`config.mk`:
```
export PLATFORM = sky130hd
export DESIGN_NAME = pfmux_top
export DESIGN_NICKNAME = d
export VERILOG_FILES = /design/src/verilog/pfmux_pkg.sv /design/src/verilog/pfmux_apb_slave.sv /design/src/verilog/pfmux_sel_gate.sv /design/src/verilog/pfmux_top.sv
export VERILOG_INCLUDE_DIRS = /design/src /design/src/verilog
export SDC_FILE = /design/constraint.sdc
export NUM_CORES = 1
export LEC_CHECK = 0
export BUFFER_PORTS_ARGS = -buffer_cell sky130_fd_sc_hd__buf_2
export CAP_MARGIN = 25
export CELL_PAD_IN_SITES_DETAIL_PLACEMENT = 1
export CELL_PAD_IN_SITES_GLOBAL_PLACEMENT = 1
export CORE_UTILIZATION = 45
export DETAILED_ROUTE_END_ITERATION = 7
export PLACE_DENSITY = 0.82
export SLEW_MARGIN = 0
export SYNTH_ARGS = -nofsm -noshare
export SYNTH_HDL_FRONTEND = slang
export SYNTH_SLANG_ARGS = --single-unit
export TNS_END_PERCENT = 10
```
`constraint.sdc`:
```
create_clock -name pclk -period 3 [get_ports pclk]
set_clock_uncertainty 0.1 [all_clocks]
set_input_delay 0.3 -clock pclk [delete_from_list [all_inputs] [get_ports pclk]]
set_output_delay 0.3 -clock pclk [all_outputs]
set_load 0.03 [all_outputs]
```
`src/verilog/pfmux_defs.svh`:
```
/*
 * Register offsets, field positions, reset values and the unlock key
 * of the pin function multiplexer.
 * Assumes a 12-bit byte address and 32-bit APB data.
 */
`ifndef PFMUX_DEFS_SVH
`define PFMUX_DEFS_SVH

`define PFMUX_OFF_COMPAT   12'h00C
`define PFMUX_OFF_RSV3     12'h010
`define PFMUX_OFF_CAMSER   12'h014
`define PFMUX_OFF_CAMDAT   12'h018
`define PFMUX_OFF_STATUS   12'h01C

`define PFMUX_UNLOCK_KEY   32'h0000EAEF
`define PFMUX_RESET_WORD   32'h00000000
`define PFMUX_KEY_W        16
`define PFMUX_SEL_W        3
`define PFMUX_SEL_DEFAULT  3'h0

`define PFMUX_CAMSER_MASK  32'h3FE3F000
`define PFMUX_CAMDAT_MASK  32'h3FFFFFFF

`define PFMUX_CAM_D7_LSB   27
`define PFMUX_CAMERA_LINE_CLOCK_PIN_LSB 24
`define PFMUX_CAM_XCLK_LSB 21
`define PFMUX_SER_TXD_LSB  15
`define PFMUX_SER_TXS_LSB  12
`define PFMUX_CAM_RST_LSB  27
`define PFMUX_CAMERA_HSYNC_PIN_LSB   24
`define PFMUX_CAMERA_VSYNC_PIN_LSB   21
`define PFMUX_CAM_D0_LSB   18

`endif

```
`src/verilog/pfmux_pkg.sv`:
```
/*
 * Types and helper functions of the pin function multiplexer.
 * Assumes pfmux_defs.svh is on the include path.
 */
`include "pfmux_defs.svh"

package pfmux_pkg;

   typedef enum logic [1:0] {
      mode_compat = 2'b01,
      mode_native = 2'b10
   } pfmux_mode_t;

   typedef enum logic [2:0] {
      reg_none   = 3'h0,
      reg_compat = 3'h1,
      reg_rsv3   = 3'h2,
      reg_camser = 3'h3,
      reg_camdat = 3'h4,
      reg_status = 3'h5
   } pfmux_reg_t;

   typedef struct packed {
      logic [2:0]      cam_data7;
      logic [2:0]      cam_line_clock;
      logic [2:0]      cam_ext_clock;
      logic [2:0]      serial_tx_data;
      logic [2:0]      serial_tx_sync;
      logic [2:0]      cam_reset;
      logic [2:0]      cam_hsync;
      logic [2:0]      cam_vsync;
      logic [6:0][2:0] cam_data;
   } pfmux_sel_t;

   typedef struct packed {
      logic        valid;
      pfmux_reg_t  sel;
      logic [31:0] data;
   } pfmux_wr_t;

   // Byte address to register; misaligned or unknown gives reg_none
   function automatic pfmux_reg_t pfmux_decode(input logic [11:0] a);
      case (a)
         `PFMUX_OFF_COMPAT: pfmux_decode = reg_compat;
         `PFMUX_OFF_RSV3:   pfmux_decode = reg_rsv3;
         `PFMUX_OFF_CAMSER: pfmux_decode = reg_camser;
         `PFMUX_OFF_CAMDAT: pfmux_decode = reg_camdat;
         `PFMUX_OFF_STATUS: pfmux_decode = reg_status;
         default:           pfmux_decode = reg_none;
      endcase
   endfunction : pfmux_decode

   // One 3-bit select field out of a register word
   function automatic logic [2:0] pfmux_field(input logic [31:0] w,
                                              input int lsb);
      pfmux_field = w[lsb +: 3];
   endfunction : pfmux_field

endpackage : pfmux_pkg

```
`src/verilog/pfmux_apb_slave.sv`:
```
/*
 * APB slave front end: decodes the address, makes write strobes and
 * the read capture pulse, answers pready and pslverr.
 * Assumes a zero-wait slave; pready follows the clock enable.
 */
`timescale 1ns/1ps

module pfmux_apb_slave (
   input  wire logic               pce,
   input  wire logic               psel,
   input  wire logic               penable,
   input  wire logic               pwrite,
   input  wire logic [11:0]        paddr,
   input  wire logic [31:0]        pwdata,
   output logic                    pready,
   output logic                    pslverr,
   output pfmux_pkg::pfmux_wr_t    wr,
   output logic                    rd_setup,
   output pfmux_pkg::pfmux_reg_t   rd_sel
);

   pfmux_pkg::pfmux_reg_t hit;

   always_comb begin
      hit      = pfmux_pkg::pfmux_decode(paddr);
      pready   = pce;
      pslverr  = psel && penable && (hit == pfmux_pkg::reg_none);
      wr.valid = psel && penable && pwrite && pce &&
                 (hit != pfmux_pkg::reg_none);
      wr.sel   = hit;
      wr.data  = pwdata;
      rd_setup = psel && !penable && !pwrite && pce;
      rd_sel   = hit;
   end

endmodule : pfmux_apb_slave

```
`src/verilog/pfmux_sel_gate.sv`:
```
/*
 * Splits the two select registers into pin fields and forces every
 * field to its default while the block is not unlocked.
 * Assumes the mode comes from the control register logic.
 */
`timescale 1ns/1ps
`include "pfmux_defs.svh"

module pfmux_sel_gate (
   input  pfmux_pkg::pfmux_mode_t mode,
   input  wire logic [31:0]       camser,
   input  wire logic [31:0]       camdat,
   output pfmux_pkg::pfmux_sel_t  eff
);

   pfmux_pkg::pfmux_sel_t raw;

   always_comb begin
      raw.cam_data7      = pfmux_pkg::pfmux_field(camser,
                                                  `PFMUX_CAM_D7_LSB);
      raw.cam_line_clock = pfmux_pkg::pfmux_field(camser,
                                                  `PFMUX_CAMERA_LINE_CLOCK_PIN_LSB);
      raw.cam_ext_clock  = pfmux_pkg::pfmux_field(camser,
                                                  `PFMUX_CAM_XCLK_LSB);
      raw.serial_tx_data = pfmux_pkg::pfmux_field(camser,
                                                  `PFMUX_SER_TXD_LSB);
      raw.serial_tx_sync = pfmux_pkg::pfmux_field(camser,
                                                  `PFMUX_SER_TXS_LSB);
      raw.cam_reset      = pfmux_pkg::pfmux_field(camdat,
                                                  `PFMUX_CAM_RST_LSB);
      raw.cam_hsync      = pfmux_pkg::pfmux_field(camdat,
                                                  `PFMUX_CAMERA_HSYNC_PIN_LSB);
      raw.cam_vsync      = pfmux_pkg::pfmux_field(camdat,
                                                  `PFMUX_CAMERA_VSYNC_PIN_LSB);
      for (int i = 0; i < 7; i++) begin
         raw.cam_data[i] = pfmux_pkg::pfmux_field(camdat,
                              `PFMUX_CAM_D0_LSB - 3 * i);
      end
      // Forced default outside native mode
      eff = (mode == pfmux_pkg::mode_native) ? raw : '0;
   end

endmodule : pfmux_sel_gate

```
`src/verilog/pfmux_top.sv`:
```
/*
 * Pin function multiplexer with compatibility unlock: APB register
 * file, unlock state machine and registered pin selections.
 * Assumes one clock, APB master on the same clock, and that the pin
 * selections feed the pad multiplexers directly.
 */
// The implementer's own choices: the APB slave port and the placing of the registers.
`timescale 1ns/1ps
`include "pfmux_defs.svh"

// Contract
// - Reset starts in compatibility mode; new selects have no effect.
// - Writing key 0x0000EAEF to control unlocks registers at 0x10 and up.
// - Key field bits 15..0 read/write; bits 31..16 read zero.
// - Effective selects are 000 in reset and compatibility mode.
// - Register 4 bits 29..21: camera data7, line clock, external clock.
// - Register 4 bits 17..12: serial transmit data and frame sync.
// - Register 5 bits 29..21: camera reset, hsync, vsync selects.
// - Register 5 bits 20..0: camera data 0 to 6, data 0 in bits 20..18, data 6 in bits 2..0.
// - Select fields read back as written, reset to zero.
module pfmux_top #(
   parameter logic [31:0] UNLOCK_KEY = `PFMUX_UNLOCK_KEY
) (
   input  wire logic              pclk,
   input  wire logic              presetn,
   input  wire logic              pce,
   input  wire logic              psel,
   input  wire logic              penable,
   input  wire logic              pwrite,
   input  wire logic [11:0]       paddr,
   input  wire logic [31:0]       pwdata,
   output logic [31:0]            prdata,
   output logic                   pready,
   output logic                   pslverr,
   output logic                   unlocked,
   output pfmux_pkg::pfmux_sel_t  pin_select
);

   if (UNLOCK_KEY[31:16] != 16'h0000) begin : g_key_check
      $error("Unlock key must fit the 16-bit key field");
   end

   pfmux_pkg::pfmux_wr_t   wr;
   logic                   rd_setup;
   pfmux_pkg::pfmux_reg_t  rd_sel;
   pfmux_pkg::pfmux_mode_t mode;
   pfmux_pkg::pfmux_mode_t next_mode;
   pfmux_pkg::pfmux_sel_t  eff;
   logic [15:0]            key_q;
   logic [31:0]            camser_q;
   logic [31:0]            camdat_q;
   logic [31:0]            next_rdata;
   logic                   key_wr;

   pfmux_apb_slave u_apb (
      .pce      (pce),
      .psel     (psel),
      .penable  (penable),
      .pwrite   (pwrite),
      .paddr    (paddr),
      .pwdata   (pwdata),
      .pready   (pready),
      .pslverr  (pslverr),
      .wr       (wr),
      .rd_setup (rd_setup),
      .rd_sel   (rd_sel)
   );

   pfmux_sel_gate u_gate (
      .mode   (mode),
      .camser (camser_q),
      .camdat (camdat_q),
      .eff    (eff)
   );

   // Full word must match, upper half zero included
   assign key_wr = wr.valid && (wr.sel == pfmux_pkg::reg_compat) &&
                   (wr.data == UNLOCK_KEY);

   // Unlock state machine
   always_comb begin
      case (mode)
         pfmux_pkg::mode_compat: begin
            next_mode = key_wr ? pfmux_pkg::mode_native
                               : pfmux_pkg::mode_compat;
         end
         pfmux_pkg::mode_native: begin
            next_mode = pfmux_pkg::mode_native;
         end
         default: begin
            next_mode = pfmux_pkg::mode_compat;
         end
      endcase
   end

   always_ff @(posedge pclk or negedge presetn) begin
      if (!presetn) begin
         mode <= pfmux_pkg::mode_compat;
      end else if (pce) begin
         mode <= next_mode;
      end
   end

   // Key field storage; upper half has no storage
   always_ff @(posedge pclk or negedge presetn) begin
      if (!presetn) begin
         key_q <= 16'h0000;
      end else if (wr.valid && wr.sel == pfmux_pkg::reg_compat) begin
         key_q <= wr.data[`PFMUX_KEY_W-1:0];
      end
   end

   // Select registers; reserved bits are not stored
   always_ff @(posedge pclk or negedge presetn) begin
      if (!presetn) begin
         camser_q <= `PFMUX_RESET_WORD;
      end else if (wr.valid && wr.sel == pfmux_pkg::reg_camser) begin
         camser_q <= wr.data & `PFMUX_CAMSER_MASK;
      end
   end

   always_ff @(posedge pclk or negedge presetn) begin
      if (!presetn) begin
         camdat_q <= `PFMUX_RESET_WORD;
      end else if (wr.valid && wr.sel == pfmux_pkg::reg_camdat) begin
         camdat_q <= wr.data & `PFMUX_CAMDAT_MASK;
      end
   end

   // Registered pin selections
   always_ff @(posedge pclk or negedge presetn) begin
      if (!presetn) begin
         pin_select <= '0;
      end else if (pce) begin
         pin_select <= eff;
      end
   end

   assign unlocked = (mode == pfmux_pkg::mode_native);

   // Read data, captured in the setup cycle
   always_comb begin
      case (rd_sel)
         pfmux_pkg::reg_compat: begin
            next_rdata = {16'h0000, key_q};
         end
         pfmux_pkg::reg_camser: begin
            next_rdata = camser_q;
         end
         pfmux_pkg::reg_camdat: begin
            next_rdata = camdat_q;
         end
         pfmux_pkg::reg_status: begin
            next_rdata = {31'h0, unlocked};
         end
         default: begin
            next_rdata = 32'h00000000;
         end
      endcase
   end

   always_ff @(posedge pclk or negedge presetn) begin
      if (!presetn) begin
         prdata <= 32'h00000000;
      end else if (rd_setup) begin
         prdata <= next_rdata;
      end
   end

   // Checks

   property p_stay_compat;
      @(posedge pclk) disable iff (!presetn)
      (mode == pfmux_pkg::mode_compat) && !key_wr
         |=> (mode == pfmux_pkg::mode_compat);
   endproperty
   a_stay_compat: assert property (p_stay_compat)
      else $error("Left compatibility mode without key");

   property p_unlock;
      @(posedge pclk) disable iff (!presetn)
      psel && penable && pwrite && pce &&
         (paddr == `PFMUX_OFF_COMPAT) && (pwdata == UNLOCK_KEY)
         |=> unlocked ##1 (pin_select == $past(eff));
   endproperty
   a_unlock: assert property (p_unlock)
      else $error("Key write did not unlock");

   property p_key_readback;
      @(posedge pclk) disable iff (!presetn)
      rd_setup && (rd_sel == pfmux_pkg::reg_compat)
         |=> (prdata[31:16] == 16'h0000) && (prdata[15:0] == key_q);
   endproperty
   a_key_readback: assert property (p_key_readback)
      else $error("Key register read back wrong");

   property p_forced_default;
      @(posedge pclk) disable iff (!presetn)
      !unlocked |=> (pin_select == '0);
   endproperty
   a_forced_default: assert property (p_forced_default)
      else $error("Select not forced while locked");

   property p_camser_fields;
      @(posedge pclk) disable iff (!presetn)
      unlocked && pce |=>
         (pin_select.cam_data7 == $past(camser_q[29:27])) &&
         (pin_select.cam_line_clock == $past(camser_q[26:24])) &&
         (pin_select.cam_ext_clock == $past(camser_q[23:21]));
   endproperty
   a_camser_fields: assert property (p_camser_fields)
      else $error("Camera select fields misplaced");

   property p_serial_fields;
      @(posedge pclk) disable iff (!presetn)
      unlocked && pce |=>
         (pin_select.serial_tx_data == $past(camser_q[17:15])) &&
         (pin_select.serial_tx_sync == $past(camser_q[14:12])) &&
         (camser_q[11:0] == 12'h000) && (camser_q[20:18] == 3'h0);
   endproperty
   a_serial_fields: assert property (p_serial_fields)
      else $error("Serial select fields misplaced");

   property p_camdat_fields;
      @(posedge pclk) disable iff (!presetn)
      unlocked && pce |=>
         (pin_select.cam_reset == $past(camdat_q[29:27])) &&
         (pin_select.cam_vsync == $past(camdat_q[23:21])) &&
         (pin_select.cam_data[0] == $past(camdat_q[20:18])) &&
         (pin_select.cam_data[6] == $past(camdat_q[2:0]));
   endproperty
   a_camdat_fields: assert property (p_camdat_fields)
      else $error("Camera data select fields misplaced");

   property p_write_readback;
      @(posedge pclk) disable iff (!presetn)
      wr.valid && (wr.sel == pfmux_pkg::reg_camdat) ##2
         rd_setup && (rd_sel == pfmux_pkg::reg_camdat)
         |=> (prdata == ($past(wr.data, 3) & `PFMUX_CAMDAT_MASK));
   endproperty
   a_write_readback: assert property (p_write_readback)
      else $error("Select register read back wrong");

   property p_stay_native;
      @(posedge pclk) disable iff (!presetn)
      unlocked |=> unlocked [*2];
   endproperty
   a_stay_native: assert property (p_stay_native)
      else $error("Relocked without reset");

   property p_locked_no_effect;
      @(posedge pclk) disable iff (!presetn)
      !unlocked |-> (pin_select == '0);
   endproperty
   a_locked_no_effect: assert property (p_locked_no_effect)
      else $error("Select active while locked");

   property p_upper_key_refused;
      @(posedge pclk) disable iff (!presetn)
      wr.valid && (wr.sel == pfmux_pkg::reg_compat) &&
         (wr.data[31:16] != 16'h0000) && !unlocked |=> !unlocked;
   endproperty
   a_upper_key_refused: assert property (p_upper_key_refused)
      else $error("Unlocked with upper key bits set");

   property p_key_store;
      @(posedge pclk) disable iff (!presetn)
      wr.valid && (wr.sel == pfmux_pkg::reg_compat)
         |=> (key_q == $past(wr.data[15:0]));
   endproperty
   a_key_store: assert property (p_key_store)
      else $error("Key field not stored");

   property p_nonkey_keeps_mode;
      @(posedge pclk) disable iff (!presetn)
      wr.valid && (wr.sel == pfmux_pkg::reg_compat) &&
         (wr.data != UNLOCK_KEY) |=> (mode == $past(mode));
   endproperty
   a_nonkey_keeps_mode: assert property (p_nonkey_keeps_mode)
      else $error("Mode changed by a non-key write");

   property p_camser_store;
      @(posedge pclk) disable iff (!presetn)
      wr.valid && (wr.sel == pfmux_pkg::reg_camser)
         |=> (camser_q == ($past(wr.data) & `PFMUX_CAMSER_MASK));
   endproperty
   a_camser_store: assert property (p_camser_store)
      else $error("Register 4 write not stored");

   property p_camdat_store;
      @(posedge pclk) disable iff (!presetn)
      wr.valid && (wr.sel == pfmux_pkg::reg_camdat)
         |=> (camdat_q == ($past(wr.data) & `PFMUX_CAMDAT_MASK));
   endproperty
   a_camdat_store: assert property (p_camdat_store)
      else $error("Register 5 write not stored");

   property p_camdat_middle;
      @(posedge pclk) disable iff (!presetn)
      unlocked && pce |=>
         (pin_select.cam_hsync == $past(camdat_q[26:24])) &&
         (pin_select.cam_data[1] == $past(camdat_q[17:15])) &&
         (pin_select.cam_data[2] == $past(camdat_q[14:12])) &&
         (pin_select.cam_data[3] == $past(camdat_q[11:9])) &&
         (pin_select.cam_data[4] == $past(camdat_q[8:6])) &&
         (pin_select.cam_data[5] == $past(camdat_q[5:3]));
   endproperty
   a_camdat_middle: assert property (p_camdat_middle)
      else $error("Camera sync or data select misplaced");

   property p_freeze_state;
      @(posedge pclk) disable iff (!presetn)
      !pce |=> $stable(mode) && $stable(key_q) &&
         $stable(camser_q) && $stable(camdat_q);
   endproperty
   a_freeze_state: assert property (p_freeze_state)
      else $error("State changed while clock enable low");

   property p_freeze_out;
      @(posedge pclk) disable iff (!presetn)
      !pce |=> $stable(pin_select) && $stable(prdata);
   endproperty
   a_freeze_out: assert property (p_freeze_out)
      else $error("Outputs changed while clock enable low");

   property p_status_read;
      @(posedge pclk) disable iff (!presetn)
      rd_setup && (rd_sel == pfmux_pkg::reg_status)
         |=> (prdata == {31'h0, $past(unlocked)});
   endproperty
   a_status_read: assert property (p_status_read)
      else $error("Status read back wrong");

   property p_rdata_hold;
      @(posedge pclk) disable iff (!presetn)
      !rd_setup |=> $stable(prdata);
   endproperty
   a_rdata_hold: assert property (p_rdata_hold)
      else $error("Read data changed outside a read");

   property p_rsv3_read;
      @(posedge pclk) disable iff (!presetn)
      rd_setup && (rd_sel == pfmux_pkg::reg_rsv3) |=> (prdata == 32'h0);
   endproperty
   a_rsv3_read: assert property (p_rsv3_read)
      else $error("Reserved register 3 read not zero");

endmodule : pfmux_top

```
==> results of run 1 <==
==> cell type report <==
class | count | area [um^2]
timing repair buffer | 141 | 749
inverter | 41 | 154
fill | 1422 | 5490
multi-input combinational | 288 | 2050
clock inverter | 3 | 15.0
clock buffer | 27 | 493
tap | 172 | 215
sequential | 138 | 3450
==> synth_stat cells (2+ instances only) <==
cell type	n	area, um^2
nor4_1	6	37.5
clkbuf_1	25	93.8
a31oi_1	6	37.5
mux2_2	61	687
a22oi_1	26	195
ha_1	2	25.0
and2_0	2	12.5
nor2b_1	4	25.0
or4_1	2	15.0
buf_2	4	20.0
dfrtp_1	137	3430
a22o_1	9	78.8
inv_1	41	154
and2_1	4	25.0
nand2_1	33	124
buf_1	3	11.3
nand4b_1	4	35.0
nand3_1	39	195
o21ai_0	64	320
nor4_2	2	25.0
nand3b_1	4	30.0
buf_4	4	30.0
==> power by group <==
group	switching, mW	internal, mW
Clock	0.715	1.11
Combinational	0.114	0.0418
Sequential	0.00132	1.86
Total	0.830	3.01
==> timing repair <==
item / CTS / global route
hold buffers: 1 / 0
gates resized for setup: 0 / 0
buffers inserted: 0 / 0
hold endpoints to repair: 76 / 0
==> registers in the layout (all words and copies together), names as in the netlist <==
name,count
camser_q,15
key_q,16
pin_select,45
mode,2
prdata,30
camdat_q,30
==> through the flow <==
step / utilization / power (mW) / instances / setup slack [ps] / area, um^2
global route: 0.565 / 3.97 / 810 / 510 / 7130
detailed placement: 0.524 / 2.05 / 779 / 435 / 6610
global placement: 0.524 / 2.04 / 779 / 572 / 6610
finish: 0.565 / 3.84 / 810 / 594 / 7130
floorplan: - / 1.95 / 504 / 724 / 5810
CTS: 0.565 / 3.88 / 810 / 596 / 7130
==> kinds of logic (layout without fill, tap and decap cells) <==
kind of cell	count (synthesis)	count (layout)	share of synthesized area
other	1	2	0.000646
DFF	138	138	0.595
AOI/OAI and AO/OA	113	113	0.120
and+or+nand+nor	110	110	0.106
adders and majority gates	2	2	0.00431
muxes	61	61	0.118
buffers and inverters	78	212	0.0552
==> metal layers <==
| metal | GRT usage | up-vias | wire length [um] |
|---|---|---|---|
| met4 | 0.106 | 0 | 348 |
| li1 | - | 2017 | - |
| met3 | 0.0554 | 32 | 1120 |
| met1 | 0.325 | 2328 | 6580 |
| met5 | 0 | - | 0 |
| met2 | 0.464 | 168 | 8410 |
==> how the worst max path moves through the flow <==
stage	cells after the start	end	slack [ps]
floorplan	5	camser_q[16]	720
global placement	6	camdat_q[26]	570
detailed placement	5	prdata[3]	440
CTS	3	unlocked	600
global route	3	unlocked	510
finish	3	unlocked	590
==> impl_summary.md, run 1 <==
Run status
The flow ran to the end, and the final reports show no timing, DRC or antenna violations.

Placement
Buffers placed on the I/O ports in this run total 127. Detailed placement ended at an HPWL of 11.2 mm. Routability-driven placement finished with a final weighted congestion of 0.799.

Routing
The routed via count is 4545. The number of vias per cell after detailed routing is 5.61. The number of nets still failing antenna checks after routing is 0.

In the final routed layout, each cell accounts on average for 20.3 um. The residual DRC count is 0. The detailed-routing iteration count for the pre-antenna-repair pass is 4.

The DRC marker count from the first detailed-route iteration is 246. The final layout contains routed wiring with a total length of 16.5 mm.

Worst setup path
The longest individual stage delay on the worst path is 810 ps. The worst setup path is launched from a flop. At the worst endpoint, the arrival time is 2010 ps. Traced cell by cell, the critical path runs through inv_1, ha_1, buf_2. The cell with the biggest individual delay on the critical path is ha_1. The critical path is of the flop to output port type. The launch instance of the worst register-to-register path is mode[0]. Counting both buffers and inverters, the worst setup path holds a total of 2.

In this run the critical register-to-register path is captured at mode[0]. The critical path's top delay family is adder cells. The required time at the endpoint of the critical path is 2600 ps. The largest fanout of any net on the critical path is 22. The worst reg-to-reg path cell count is 6. STA classifies the critical path endpoint as an output port. Across all register-to-register paths, the minimum setup slack is 840 ps.

The launching element of the worst setup path is mode[0].

Layout
In the layout the commonest cells are dfrtp_1 (137), buf_2 (126), o21ai_0 (64), mux2_2 (61), inv_1 (41). The total inserted antenna cells is 0. The most common cell after layout, fill and taps aside is dfrtp_1.

After the last flow step, the layout net total stands at 679. The proportion of layout cells with a drive suffix above 1 is 0.367. Compared with the post-synthesis result, the final layout area differs by 22.9%.

CTS
CTS placed an instance of clkbuf_16 at the clock tree root. The number of clock buffers added by TritonCTS is 17. The clock transition time at the flip-flop clock pins of the worst setup and hold paths is 50 ps. TritonCTS built the clock tree. The clock sink count is 138.

The H-tree depth is 4. The clock reaches the later pin of the worst-skew pair after 410 ps. The clock passes through at most 2 buffers.

GRT
The via count of the first global-routing pass is 4865. Entering global routing, the biggest net connects 81 pins. The first-pass GRT wire length is 26.2 mm.

The number of antenna violations at the first check in global routing is 0. The total global-route track usage is 0.267. The total congestion overflow is 0.

STA
For this run, the top clock speed supported by timing is 416 MHz. Hold timing on the final database bottoms out at a slack of 55.0 ps. The final hold violation count is 0. Setup violations remaining at the end of the flow were counted as 0. The actual slew at the worst max-slew pin is 1000 ps. In the finished design, the share of the clock period the worst path needs comes to 0.802. The final critical-path required period is 2410 ps. The number of pins exceeding their max-slew limit in the final report is 0. Setup repair after global routing left no endpoint under its margin. The setup TNS is 0 ps. The worst slew margin relative to its limit is 0.333.

Synth
The synthesized area per cell is 11.5 um^2. The number of enable flip-flop cells after synthesis is 0. The prevailing post-synth register cell is dfrtp_1. The proportion of synthesized chip area in sequential cells is 0.595. Of all flip-flops after synthesis, the portion carrying an async set or reset was 1.00.

Yosys mapped the design onto 43 distinct sky130hd cell types. The cell count after synthesis came out at 503. The Yosys step of the flow raised 0 warnings.

The synthesized design contains 138 register bits. The combined area of all synthesized cells is 5800 um^2.

Power
For this design the static power due to leakage is 3.53 nW. The worst voltage drop across the vdd grid is 282 uV. For this design the ratio of total power to cell area is 539 nW/um^2.

Floorplan
The floorplan die area is 13400 um^2. In this run the core area contains 41 standard-cell rows. The initial utilization of the core area, before any placement, comes to 0.460.

From bottom edge to top edge, the die measures 116 um. The core region area is 12600 um^2. For this design the top-level I/O count stands at 130.

Measured along the x axis, the die boundary spans 116 um.

Worst hold path
The path class of the tightest hold or removal check is input pin to flop. For hold timing, the worst endpoint is camdat_q[1]. The worst hold path begins at pwdata[1]. The worst hold path passes through 2 cells.

Run
Across the run, the number of max-cap violations was 0.
Power figures use the tool's default switching activity.
==> inputs of run 2 (changes only) <==
- CORE_UTILIZATION: 45 -> 42
- PLACE_DENSITY: 0.82 -> 0.77
- clock period: 3 -> 2.5 ns (I/O delays scaled with it)
==> run 2 against run 1 <==
Sequential power up 20%. Critical path depth up 2. Total power up 31%. Die area up 7.0%. First-iteration DRC count up 15%. Global-route usage down 0.85 points. Utilization down 0.72 points. Non-clock buffer count up 17. Largest cell class unchanged.
==> impl_summary.md, run 2 (synthesis results as in run 1) <==
Run status
Status: finished, final reports clean (unchanged).

Worst setup path
The register-to-register path setup slack came to 590 ps (was 840 ps). The cell with the biggest individual delay on the critical path is or4_4 (was ha_1). The longest individual stage delay on the worst path is 570 ps (was 810 ps).

The startpoint type of the worst setup path is an input pin (was flop). The destination of the worst register-to-register timing path is prdata[0] (was mode[0]). The kind of end point of the critical path was an output port (unchanged). The worst reg-to-reg path cell count is 7 (was 6). By instance count, the cell type seen most on the critical path is buf_2. The type of the setup path with the least slack was input pin to output port (was flop to output port). The launch instance of the worst register-to-register path is mode[0] (unchanged). The critical path's top delay family is simple AND/OR/NAND/NOR gates (was adder cells). The required time at the endpoint of the critical path is 2150 ps (was 2600 ps). Cell-by-cell listing of the critical path: buf_2, or4_4, or2_4, o311a_1, buf_2 (was inv_1, ha_1, buf_2). The largest fanout of any net on the critical path was 4 (was 22). The critical path data arrival time was 1710 ps (was 2010 ps).

The combined buffer and inverter count along the critical path was 2 (unchanged).

STA
The worst slew margin relative to its limit is 0.466 (was 0.333). The final hold violation count is 0 (unchanged). The smallest clock period supported by the final layout is computed as 2060 ps. The number of pins exceeding their max-slew limit in the final report was 0 (unchanged). The worst-case setup margin in the final layout was 438 ps (was 594 ps). The post-route worst hold slack is 20.7 ps (was 55.0 ps). Based on the critical path, the design can be clocked at up to 485 MHz.

The final setup violation count is 0 (unchanged). Dividing the final minimum period by the clock period gives 0.825. The setup TNS was 0 ps (unchanged). RSZ-0062 raised after global routing: no (unchanged). The actual slew at the worst max-slew pin is 801 ps (was 1000 ps).

Placement
The final weighted congestion of routability-driven global placement was 0.841 (was 0.799). The number of port buffers is 127 (unchanged). The placed instance area is 6690 um^2 (was 6610 um^2).

The pre-CTS worst setup slack is 171 ps (was 435 ps). The half-perimeter wire length after placement is 11.4 mm (was 11.2 mm). The cell count after placement is 786 (was 779).

CTS
The deepest clock path buffer count is 2 (unchanged). The post-CTS setup-driven buffer insertion count is 0 (unchanged). The number of buffers added by the clock tree synthesis step is 17 (unchanged). The H-tree depth came to 4 (unchanged). The clock sink count is 138 (unchanged). The clock latency at the later pin of the worst-skew pair is 430 ps (was 410 ps). The number of instances resized during post-cts repair is 0 (unchanged). The number of hold buffers added after CTS is 15 (was 1). The CTS root buffer is clkbuf_16 (unchanged). The clock transition time at the flip-flop clock pins of the worst setup and hold paths is 60 ps (was 50 ps). The CTS tree is yes (unchanged).

Layout
Largest registers ranked by flip-flop count: pin_select x45, camdat_q x30, prdata x30 (unchanged). The final core area utilization is 0.558 (was 0.565). The register name with the most flops is pin_select (unchanged).

The flip-flop count of the largest register, all copies and words added is 45 (unchanged). The area of all placed cells without fillers was 7440 um^2 (was 7130 um^2). The most common cell after layout, fill and taps aside was dfrtp_1 (unchanged). The post-synthesis to final-layout area growth came to 28.3% (was 22.9%).

The count of placed standard cells in the final layout, fillers left out is 833 (was 810). The total inserted antenna cells is 0 (unchanged). The final layout net count is 696 (was 679). The proportion of layout cells with a drive suffix above 1 is 0.371 (was 0.367). Most frequent cells in the layout: dfrtp_1 (137), buf_2 (126), o21ai_0 (64), mux2_2 (61), inv_1 (41) (unchanged).

Worst hold path
The classification of the worst-slack hold path was input pin to flop (unchanged). The number of cells on the worst hold path is 2 (unchanged). The end point of the worst hold path is key_q[15] (was camdat_q[1]).

The origin of the worst min-delay path is pwdata[15] (was pwdata[1]).

Routing
The residual DRC count came to 0 (unchanged). The number of nets still failing antenna checks after routing is 0 (unchanged). The DRC marker count from the first detailed-route iteration is 282 (was 246).

The wire length after detailed routing is 17.0 mm (was 16.5 mm). The routed length per placed instance is 20.4 um (was 20.3 um). The number of vias per cell after detailed routing is 5.47 (was 5.61). The detailed-routing iteration count for the pre-antenna-repair pass is 5 (was 4). The routed via count is 4555 (was 4545).

GRT
The pin count of the biggest net entering global routing is 87 (was 81). The total congestion overflow is 0 (unchanged). The total global-route track usage is 0.258 (was 0.267). The via count of the first global-routing pass is 4929 (was 4865). The first-pass GRT wire length is 27.7 mm (was 26.2 mm). The number of antenna violations at the first check in global routing is 0 (unchanged).

Power
The post-layout total power is 5.02 mW (was 3.84 mW). The reported leakage power came to 3.66 nW (was 3.53 nW). The ratio of total power to cell area is 675 nW/um^2 (was 539 nW/um^2). The worst voltage drop across the vdd grid is 435 uV (was 282 uV).

Floorplan
The chip width is 120 um (was 116 um). The die span in y is 120 um (was 116 um). The total I/O pin count came to 130 (unchanged). The core region area is 13300 um^2 (was 12600 um^2). The number of rows created at floorplan is 42 (was 41). The floorplan die area is 14300 um^2 (was 13400 um^2). The initial core utilization is 0.435 (was 0.460).

Run
The number of violations of the max-capacitance limit is 0 (unchanged).
## run 2: worst max path at each step
stage              from      endpoint  slack, ps  depth (start not counted)
4_1_cts        paddr[1]       pslverr        430                          5
2_1_floorplan  paddr[1]  camser_q[16]        270                          5
3_3_place_gp   paddr[1]      key_q[4]        230                          6
3_5_place_dp   paddr[1]  camser_q[26]        170                          6
5_1_grt         mode[0]     prdata[0]        350                          7
6_report       paddr[1]       pslverr        440                          5
## run 2: area by class of cell
class                   instances  area, um^2
clock inverters                11         145
repair buffers                158         962
fillers                      1431        5900
clock buffers                  21         460
inverters                      41         154
multi-input cells             288        2050
well taps                     176         220
flip-flops and latches        138        3450
## run 2: report_power, final
part	internal (mW)	switching, mW
sequential	2.24	0.00175
combinational	0.0681	0.142
clock	1.62	0.959
## run 2: per-layer routing
metal / vias to the layer above / GRT usage / wire length, um
li1: 2054 / - / -
met1: 2348 / 0.325 / 7090
met2: 125 / 0.435 / 8730
met3: 28 / 0.0580 / 808
met4: 0 / 0.0977 / 333
met5: - / 0 / 0
